`src/rtl/tmr_cmp_pkg.sv`:
```
// Constants for the compare-toggle timer channel.
// Assumes one core clock; all control fields arrive as plain ports.
package tmr_cmp_pkg;
   localparam logic [2:0] PSC_DIV1 = 3'h0;
   localparam logic [1:0] EDGE_RISE = 2'h0;
   localparam logic [2:0] CLR_ON_A = 3'h1;
   localparam logic [3:0] IOA_TOGGLE_INIT0 = 4'h3;
   localparam logic [3:0] MODE_NORMAL = 4'h0;
   localparam logic [15:0] CNT_RST = 16'h0000;
   localparam logic [15:0] CMP_A_RST = 16'hFFFF;
   localparam logic STOP_RST = 1'b1;
   localparam logic PIN_RST = 1'b0;
endpackage : tmr_cmp_pkg

```
`src/rtl/timer_compare_toggle_output.sv`:
```
// Timer channel four in output compare toggle mode.
// Assumes register writes arrive as one-cycle strobes synchronous to clk.
`timescale 1ns/100ps
////////////////////////////////////////////////////////////////////////////
// Operation
// - Reset puts the unit in module stop; it holds until software cancels.
// - Protected register and counter writes act only while access enable is 1.
// - Counter halts while start bit is 0; counts once it is 1.
// - While stopped the counter can be written; writing zero holds zero.
// - Both prescaler fields 000b select the undivided peripheral clock.
// - Edge select 00b counts on rising edges of the count clock.
// - Clear source 001b clears the counter on compare match with register A.
// - I/O field 0011b: A compares, pin starts 0 and toggles each match.
// - Mode 0000b with buffer bit 0 gives normal unbuffered operation.
// - Once started, the waveform runs in hardware with no software help.
module timer_compare_toggle_output
   import tmr_cmp_pkg::*;
#(
   parameter int CNT_W = 16
) (
   input wire logic i_core_clk,
   input wire logic i_sys_rst,
   input wire logic i_module_stop_wr,
   input wire logic i_module_stop_val,
   input wire logic i_protected_access_enable,
   input wire logic i_channel_start_bit,
   input wire logic i_channel_counter_wr,
   input wire logic [CNT_W-1:0] i_channel_counter_val,
   input wire logic i_compare_a_wr,
   input wire logic [CNT_W-1:0] i_compare_a_val,
   input wire logic i_ctrl_wr,
   input wire logic [2:0] i_prescaler_select,
   input wire logic [2:0] i_prescaler_select_ext,
   input wire logic [1:0] i_count_edge_select,
   input wire logic [2:0] i_counter_clear_source,
   input wire logic [3:0] i_output_a_io_control,
   input wire logic [3:0] i_operating_mode_field,
   input wire logic i_buffer_op_a,
   input wire logic i_output_a_pin_enable,
   output logic o_compare_output_pin,
   output logic o_compare_output_pin_oe,
   output logic [CNT_W-1:0] o_channel_counter,
   output logic o_module_stopped
);
   logic stop_ff;
   logic [CNT_W-1:0] cnt_ff;
   logic [CNT_W-1:0] cmp_a_ff;
   logic [2:0] psc_ff;
   logic [2:0] psc2_ff;
   logic [1:0] edge_ff;
   logic [2:0] clr_ff;
   logic [3:0] ioa_ff;
   logic [3:0] mode_ff;
   logic bfa_ff;
   logic pin_ff;
   logic oe_ff;
   logic pin_out_ff;
   logic prot_wr_ok;
   logic running;
   logic cnt_tick;
   logic match_a;
   logic [CNT_W-1:0] nxt_cnt;

   ////////////////////////////////////////////////////////////////////////
   // Only the undivided rising-edge setting counts; others are not built
   assign prot_wr_ok = i_protected_access_enable && !stop_ff;
   assign running = i_channel_start_bit && !stop_ff;
   assign cnt_tick = running && psc_ff == PSC_DIV1
      && psc2_ff == PSC_DIV1 && edge_ff == EDGE_RISE;
   assign match_a = cnt_tick && cnt_ff == cmp_a_ff
      && mode_ff == MODE_NORMAL && !bfa_ff;

   always_comb begin
      nxt_cnt = cnt_ff + 1'b1;
      if (match_a && clr_ff == CLR_ON_A) begin
         nxt_cnt = '0;
      end
   end

   ////////////////////////////////////////////////////////////////////////
   // Module stop: the stopped unit ignores all writes except to module stop, as its clock is withheld
   always_ff @(posedge i_core_clk or posedge i_sys_rst) begin
      if (i_sys_rst) begin
         stop_ff <= STOP_RST;
      end else if (i_module_stop_wr) begin
         stop_ff <= i_module_stop_val;
      end
   end

   always_ff @(posedge i_core_clk or posedge i_sys_rst) begin
      if (i_sys_rst) begin
         psc_ff <= 3'h0;
         psc2_ff <= 3'h0;
         edge_ff <= 2'h0;
         clr_ff <= 3'h0;
         ioa_ff <= 4'h0;
         mode_ff <= 4'h0;
         bfa_ff <= 1'b0;
         oe_ff <= 1'b0;
      end else if (i_ctrl_wr && prot_wr_ok) begin
         psc_ff <= i_prescaler_select;
         psc2_ff <= i_prescaler_select_ext;
         edge_ff <= i_count_edge_select;
         clr_ff <= i_counter_clear_source;
         ioa_ff <= i_output_a_io_control;
         mode_ff <= i_operating_mode_field;
         bfa_ff <= i_buffer_op_a;
         oe_ff <= i_output_a_pin_enable;
      end
   end

   always_ff @(posedge i_core_clk or posedge i_sys_rst) begin
      if (i_sys_rst) begin
         cmp_a_ff <= CMP_A_RST;
      end else if (i_compare_a_wr && prot_wr_ok) begin
         cmp_a_ff <= i_compare_a_val;
      end
   end

   ////////////////////////////////////////////////////////////////////////
   // Counter: direct writes only while halted, so no write/count race
   always_ff @(posedge i_core_clk or posedge i_sys_rst) begin
      if (i_sys_rst) begin
         cnt_ff <= CNT_RST;
      end else if (i_channel_counter_wr && prot_wr_ok && !running) begin
         cnt_ff <= i_channel_counter_val;
      end else if (cnt_tick) begin
         cnt_ff <= nxt_cnt;
      end
   end

   ////////////////////////////////////////////////////////////////////////
   // Toggle output; the pin level resets to 0 whenever the mode is written
   always_ff @(posedge i_core_clk or posedge i_sys_rst) begin
      if (i_sys_rst) begin
         pin_ff <= PIN_RST;
      end else if (i_ctrl_wr && prot_wr_ok) begin
         pin_ff <= PIN_RST;
      end else if (match_a && ioa_ff == IOA_TOGGLE_INIT0) begin
         pin_ff <= !pin_ff;
      end
   end

   always_ff @(posedge i_core_clk or posedge i_sys_rst) begin
      if (i_sys_rst) begin
         pin_out_ff <= 1'b0;
         o_compare_output_pin_oe <= 1'b0;
         o_channel_counter <= CNT_RST;
         o_module_stopped <= STOP_RST;
      end else begin
         pin_out_ff <= oe_ff && pin_ff;
         o_compare_output_pin_oe <= oe_ff && !stop_ff;
         o_channel_counter <= cnt_ff;
         o_module_stopped <= stop_ff;
      end
   end
   assign o_compare_output_pin = pin_out_ff;

   ////////////////////////////////////////////////////////////////////////
   a_stop_reset: assert property (@(posedge i_core_clk)
      $fell(i_sys_rst) |-> stop_ff)
      else $error("unit not stopped after reset");
   a_prot_block: assert property (@(posedge i_core_clk)
      disable iff (i_sys_rst)
      (i_compare_a_wr && !i_protected_access_enable) |=>
      $stable(cmp_a_ff))
      else $error("protected write took effect");
   a_halt_hold: assert property (@(posedge i_core_clk)
      disable iff (i_sys_rst)
      (!i_channel_start_bit && !i_channel_counter_wr) |=>
      $stable(cnt_ff))
      else $error("counter moved while halted");
   a_write_zero: assert property (@(posedge i_core_clk)
      disable iff (i_sys_rst)
      (i_channel_counter_wr && prot_wr_ok && !running
      && i_channel_counter_val == '0) |=> cnt_ff == '0)
      else $error("counter write lost");
   a_count_step: assert property (@(posedge i_core_clk)
      disable iff (i_sys_rst)
      (cnt_tick && !match_a) |=> cnt_ff == $past(cnt_ff) + 16'h0001)
      else $error("counter did not step");
   a_clear_match: assert property (@(posedge i_core_clk)
      disable iff (i_sys_rst)
      (match_a && clr_ff == CLR_ON_A) |=> cnt_ff == '0)
      else $error("counter not cleared on match");
   a_pin_toggle: assert property (@(posedge i_core_clk)
      disable iff (i_sys_rst)
      (match_a && ioa_ff == IOA_TOGGLE_INIT0 && !i_ctrl_wr)
      |=> pin_ff != $past(pin_ff))
      else $error("pin did not toggle");
   a_pin_gate: assert property (@(posedge i_core_clk)
      disable iff (i_sys_rst)
      !oe_ff |=> !o_compare_output_pin && !o_compare_output_pin_oe)
      else $error("pin driven while disabled");

   ////////////////////////////////////////////////////////////////////////
   // Extra guards on the edges of the behaviour: wrap, parked counter,
   // pin start level and the stopped unit never driving its pin
   a_wrap_zero: assert property (@(posedge i_core_clk)
      disable iff (i_sys_rst)
      (cnt_tick && cnt_ff == '1 && !(match_a && clr_ff == CLR_ON_A))
      |=> cnt_ff == '0)
      else $error("counter did not wrap to zero");

   // Unsupported clock settings leave the counter parked, never wrong
   a_unsup_hold: assert property (@(posedge i_core_clk)
      disable iff (i_sys_rst)
      (!cnt_tick && !i_channel_counter_wr) |=> $stable(cnt_ff))
      else $error("counter moved without a count tick");

   a_pin_init: assert property (@(posedge i_core_clk)
      disable iff (i_sys_rst)
      (i_ctrl_wr && prot_wr_ok) |=> !pin_ff)
      else $error("pin level not cleared on setup");

   // A stopped unit has no clock, so its pin must be released
   a_stop_release: assert property (@(posedge i_core_clk)
      disable iff (i_sys_rst)
      stop_ff |=> !o_compare_output_pin_oe)
      else $error("pin driven while module stopped");
endmodule : timer_compare_toggle_output

```
`config.mk`:
```
export PLATFORM = sky130hd
export DESIGN_NAME = timer_compare_toggle_output
export DESIGN_NICKNAME = d
export VERILOG_FILES = /design/src/rtl/tmr_cmp_pkg.sv /design/src/rtl/timer_compare_toggle_output.sv
export SDC_FILE = /design/constraint.sdc
export NUM_CORES = 1
export LEC_CHECK = 0
export ABC_CLOCK_PERIOD_IN_PS = 2000
export BUFFER_PORTS_ARGS = -buffer_cell sky130_fd_sc_hd__clkbuf_2
export CORE_MARGIN = 2
export CORE_UTILIZATION = 47
export CTS_CLUSTER_DIAMETER = 60
export DETAILED_ROUTE_END_ITERATION = 16
export PLACE_DENSITY = 0.78
export SYNTH_ARGS = -nofsm -noshare
export SYNTH_HDL_FRONTEND = slang
export SYNTH_SLANG_ARGS = --single-unit
```
`constraint.sdc`:
```
create_clock -name i_core_clk -period 2 [get_ports i_core_clk]
set_input_delay 0.2 -clock i_core_clk [delete_from_list [all_inputs] [get_ports i_core_clk]]
set_output_delay 0.2 -clock i_core_clk [all_outputs]
set_load 0.02 [all_outputs]
```
; Word level (Yosys, flattened, before mapping)
; Index checks and enable logic that the tools add are counted.
[word_totals]
in_bits = 62
word_cells = 51
ff_bits = 74
out_inout_bits = 19
[op_classes]
addsub = 1
n_eq_ne = 3
reduce_logical = 26
n_mux = 5
[op_table]
columns = operator, n
row1 = two-way mux 16 bit, 3
row2 = "adder 16 x 1 -> 16 bit, second input constant", 1
row3 = == test 16 bit, 1
row4 = logical AND 1 bit, 16
row5 = logical NOT 3 bit, 2
row6 = "== test 4 x 2 -> 1 bit, second input constant", 1
row7 = logical NOT 1 bit, 4
row8 = logical NOT 4 bit, 1
row9 = nonzero test 2 bit, 2
row10 = "== test 3 x 1 -> 1 bit, second input constant", 1
row11 = logical NOT 2 bit, 1
row12 = two-way mux 1 bit, 2

; Logic depth before layout (Yosys ltp)
[logic_depth]
word_depth = 12
depth_mapped = 8
depth_no_buf = 6

; Worst setup path after synthesis
; OpenSTA, ideal clock, no wires.
[synth_path]
path_type = register to register
startpoint = register psc_ff[0]
endpoint = register cnt_ff[13]
setup_time_ns = 0.119
period_less_slack_ns = 1.894
setup_slack_ns = 0.106
t_required_ns = 1.881
n_path_buf = 1
arrival_ns = 1.774
stages_incl_launch_ff = 8
cell_sequence = dfrtp_1 nor4b_4 a41oi_2 or3_1 buf_2 nor4_4 xnor2_1 o21ai_2
[synth_between]
elab_chain_cells = 11
word_cells_on_any_way = 12
cone_classes = 3 x mux / 9 x reduce/logical
[synth_rtl]
columns = element, line_no
row1 = from (decl), timer_compare_toggle_output.sv:48  ; logic [2:0] psc_ff;
row2 = from (signal assigned), timer_compare_toggle_output.sv:101  ; psc_ff <= i_prescaler_select;
row3 = logical NOT 3 bit (*), timer_compare_toggle_output.sv:68  ; assign cnt_tick = running && psc_ff == PSC_DIV1
row4 = logical AND 1 bit (*), timer_compare_toggle_output.sv:68
row5 = logical AND 1 bit (*) (2 in series), timer_compare_toggle_output.sv:69  ; && psc2_ff == PSC_DIV1 && edge_ff == EDGE_RISE;
row6 = logical AND 1 bit, timer_compare_toggle_output.sv:70  ; assign match_a = cnt_tick && cnt_ff == cmp_a_ff
row7 = logical AND 1 bit (2 in series), timer_compare_toggle_output.sv:71  ; && mode_ff == MODE_NORMAL && !bfa_ff;
row8 = logical AND 1 bit, timer_compare_toggle_output.sv:75  ; if (match_a && clr_ff == CLR_ON_A) begin
row9 = two-way mux 16 bit, timer_compare_toggle_output.sv:75
row10 = two-way mux 16 bit, timer_compare_toggle_output.sv:127  ; end else if (cnt_tick) begin
row11 = two-way mux 16 bit, timer_compare_toggle_output.sv:125  ; end else if (i_channel_counter_wr && prot_wr_ok && !running) begin
row12 = to (signal assigned), timer_compare_toggle_output.sv:126  ; cnt_ff <= i_channel_counter_val;
row13 = to (signal assigned), timer_compare_toggle_output.sv:128  ; cnt_ff <= nxt_cnt;
row14 = to (decl), timer_compare_toggle_output.sv:46  ; logic [CNT_W-1:0] cnt_ff;
; Every way passes the cells marked *; elsewhere a longest branch is shown, timed or not. The select of a mux whose other input is x is not followed.
; A chain may end at the register's enable or synchronous reset.

; Final worst setup path
; Same ends and word-level chain as after synthesis.

==> impl_results.md <==
- Critical path class: flip-flop to flip-flop
- Max_slew headroom: roughly three fifths
- Final slew viol count: 0
- WL/cell: around 16 um
- Die area: 7400 um^2
- Max Clock Skew: approximately 0.013 ns
- Initial core utilization: 49.3%
- Root buf cell: clkbuf_8
- Startpoint Class: flip-flop
- Simple logic cell fraction of the synthesized area: between 10% and 20%
- Compound-gate portion of the synthesized area: 3.95%
- H-tree depth: 3
- XOR/XNOR share of the synthesized area: 8.03%
- Clock slew at reported path FFs: 0.07 ns
- Final WL: 6950 um
- Tmin final: approximately 1.9 ns
- Worst-Margin Slew: 0.594 ns
- Total power: approximately 4400 uW
- CP arrival: 2.18 ns
- Tcrit/Tclk final: 96.9%
- Fmax: a little over 500 MHz
- Fraction of layout cells with a size suffix above 1: 50.3%
- HPWL after detailed placement: 5120 um
- Final GP Congestion: ~0.8
- Grt ovf: 0
- Largest family of logic cells by synthesized area: multiplexers
- Synth Cell Area: 3160 um^2
- Mapped Cells: 248
- Num ports: 81
- Hold Startpoint: i_ctrl_wr
- Synth Area in Adders: 0.395%
- Vias/cell: 5.28
- Primary FF master, synth: dfrtp_1
- Worst hold slack: 0.0390 ns
- Reg2Reg Launch Point: psc_ff[0]
- Initial antenna violation count: 0
- Die H: approximately 86 um
- ANT cells: 0
- Worst R2R Setup Slack: between 0.06 and 0.07 ns
- Max VDD drop: 0.000542 V
- PD cells: ~1100 nW/um^2
- Fin. Hold Viols: 0
- Final setup vio count: 0
- Crit path max fanout: 5
- TritonCTS clock tree: built
- Synth cell types: 37
- WHS Endpoint: pin_ff
- Die W: approximately 86 um
- Status: finished clean
- Unrepaired setup endpoints after global routing: yes
- Hold Crit Class: input port to flip-flop
- Ys async rst share: 100%
- Avg Cell Area, Syn: 12.8 um^2
- Clock sink total: 74
- Post-synth top cells: 56 x dfrtp_1, 38 x mux2_2, 27 x xnor2_1
- Critical Path RT: 2.24 ns
- Nets: 410
- Leak Pwr: 0.00178 uW
- Max-capacitance violation count: 0
- Cells on worst reg2reg path: 6
- Pre-Repair DR Iteration Count: 5
- IO buf count: 80
- Synth top area cells: dfrtp_1 44%, dfstp_2 15%, mux2_2 14%
- Seq/Total Area, Yosys: 59.2%
- Hold path depth: 2
- Largest net degree at the start of global routing: 49
- # fillers: 483
- Share of the synthesized area in the top cell type: 44.3%
- Ys Warns: 0
- DRC viols: 0
- Vias post-DR: 2264
- CTS Buffer Depth: 2
- Synthesized flop and latch total: 74
- Layout area overhead: 27.6%
- First-pass GRT wire length: 11000 um
- Core area: about 6400 um^2
- Leading area contributor after synthesis: dfrtp_1
- Total track usage: 20.0%
- Num CTS Buffers: 9
- Number of flops mapped to enable cells by yosys: 0
- Final ANT Viol Nets: 0
- R2r endpoint: cnt_ff[13]
- Cell with the most instances after synthesis: dfrtp_1
- Mux share of post-synthesis cell area: 13.5%
- Starting DRT DRC Count: 143
- Critical Path Sink Type: flip-flop
- Syn nets: 311
- Vias in the first global route: 2297
- Std cell rows: 29
- Clock latency on the worst-skew pair: 0.36 ns
what timing repair did:
item,CTS,global route
resized for setup,1,4
pin swaps,2,7
endpoints found under the hold margin,24,0
cloned,0,0
buffers inserted,2,3
hold buffers,1,0
endpoints found under the setup margin,12,16
critical path, stage by stage, from the launching register on:
cell and delay [ns]:
dfrtp_1 0.41, nor4b_4 0.35, a41oi_2 0.18, or3_4 0.40, nor4_4 0.24, xnor2_1 0.17, o21ai_2 0.07
power by group:
part	switching [uW]	total, uW	internal (uW)
clock	562	1430	867
sequential	259	2130	1870
combinational	417	871	454
total	1240	4430	3190
worst max path at each step:
| stage | start | cells after the start | to |
|---|---|---|---|
| CTS | stop_ff | 6 | cnt_ff[13] |
| floorplan | psc_ff[0] | 7 | cnt_ff[13] |
| finish | psc_ff[0] | 6 | cnt_ff[13] |
| global placement | psc_ff[0] | 6 | cnt_ff[13] |
| detailed placement | psc_ff[0] | 6 | cnt_ff[13] |
| global route | psc_ff[0] | 6 | cnt_ff[13] |
cell usage in the layout, fill, tap and decap left out, types with 2 or more instances in the layout:
| master | instances |
|---|---|
| nor2b_1 | 2 |
| mux2_2 | 38 |
| inv_1 | 3 |
| and4_1 | 2 |
| a22oi_1 | 2 |
| bufinv_16 | 3 |
| xnor2_1 | 27 |
| nand2_1 | 24 |
| nor3_1 | 3 |
| nand4b_1 | 2 |
| o21ai_0 | 13 |
| buf_4 | 14 |
| nor3b_1 | 3 |
| xor2_1 | 2 |
| clkbuf_2 | 80 |
| dfstp_2 | 18 |
| nor2_1 | 10 |
| clkbuf_8 | 10 |
| nand4_1 | 9 |
| dfrtp_1 | 56 |
| nand3_1 | 6 |
layer usage:
metal	global-route usage (%)	wire length, um	vias to the layer above	share of wire (%)
met2	32.4	3530	74	51
met3	6.16	404	12	5.8
met4	7.22	114	0	1.6
met5	0	0	-	0
met1	25.5	2900	1109	42
li1	-	-	1069	-
cells by family after synthesis:
kind of cell / Yosys count
muxes: 38
and+or+nand+nor: 73
DFF: 74
xor gates and xnor gates: 29
buffers and inverters: 13
AOI/OAI and AO/OA: 20
adders and majority gates: 1
registers in the layout (all words and copies together) (netlist names):
name	flops
edge_ff	2
o_module_stopped	1
psc_ff	3
ioa_ff	4
cmp_a_ff	16
bfa_ff	1
stop_ff	1
psc2_ff	3
o_compare_output_pin	1
mode_ff	4
o_channel_counter	16
oe_ff	1
pin_ff	1
clr_ff	3
o_compare_output_pin_oe	1
cnt_ff	16
layout make-up:
cell class                      instances  area (um^2)  area share (%)
Tap cell                               77         96.3            2.39
Clock inverter                          6          113            2.79
Inverter                                4         18.8           0.465
Sequential cell                        74         1870            46.4
Multi-Input combinational cell        161         1250            31.0
Timing Repair Buffer                   97          547            13.5
Clock buffer                           10          138            3.41
metrics by stage:
stage | setup WS, ns | cells | util [%] | cell area (um^2) | setup TNS [ns]
after global routing | -0.0259 | 429 | 62.9 | 4040 | -0.0397
after CTS | 0.000792 | 426 | 62.3 | 4000 | 0
final | 0.0629 | 429 | 62.9 | 4040 | 0
after floorplan | 0.106 | 248 | - | 3170 | 0
after detailed placement | -0.0715 | 407 | 57.9 | 3720 | -0.117
after global placement | 0.0378 | 407 | 57.9 | 3720 | 0
Power figures use the tool's default switching activity.
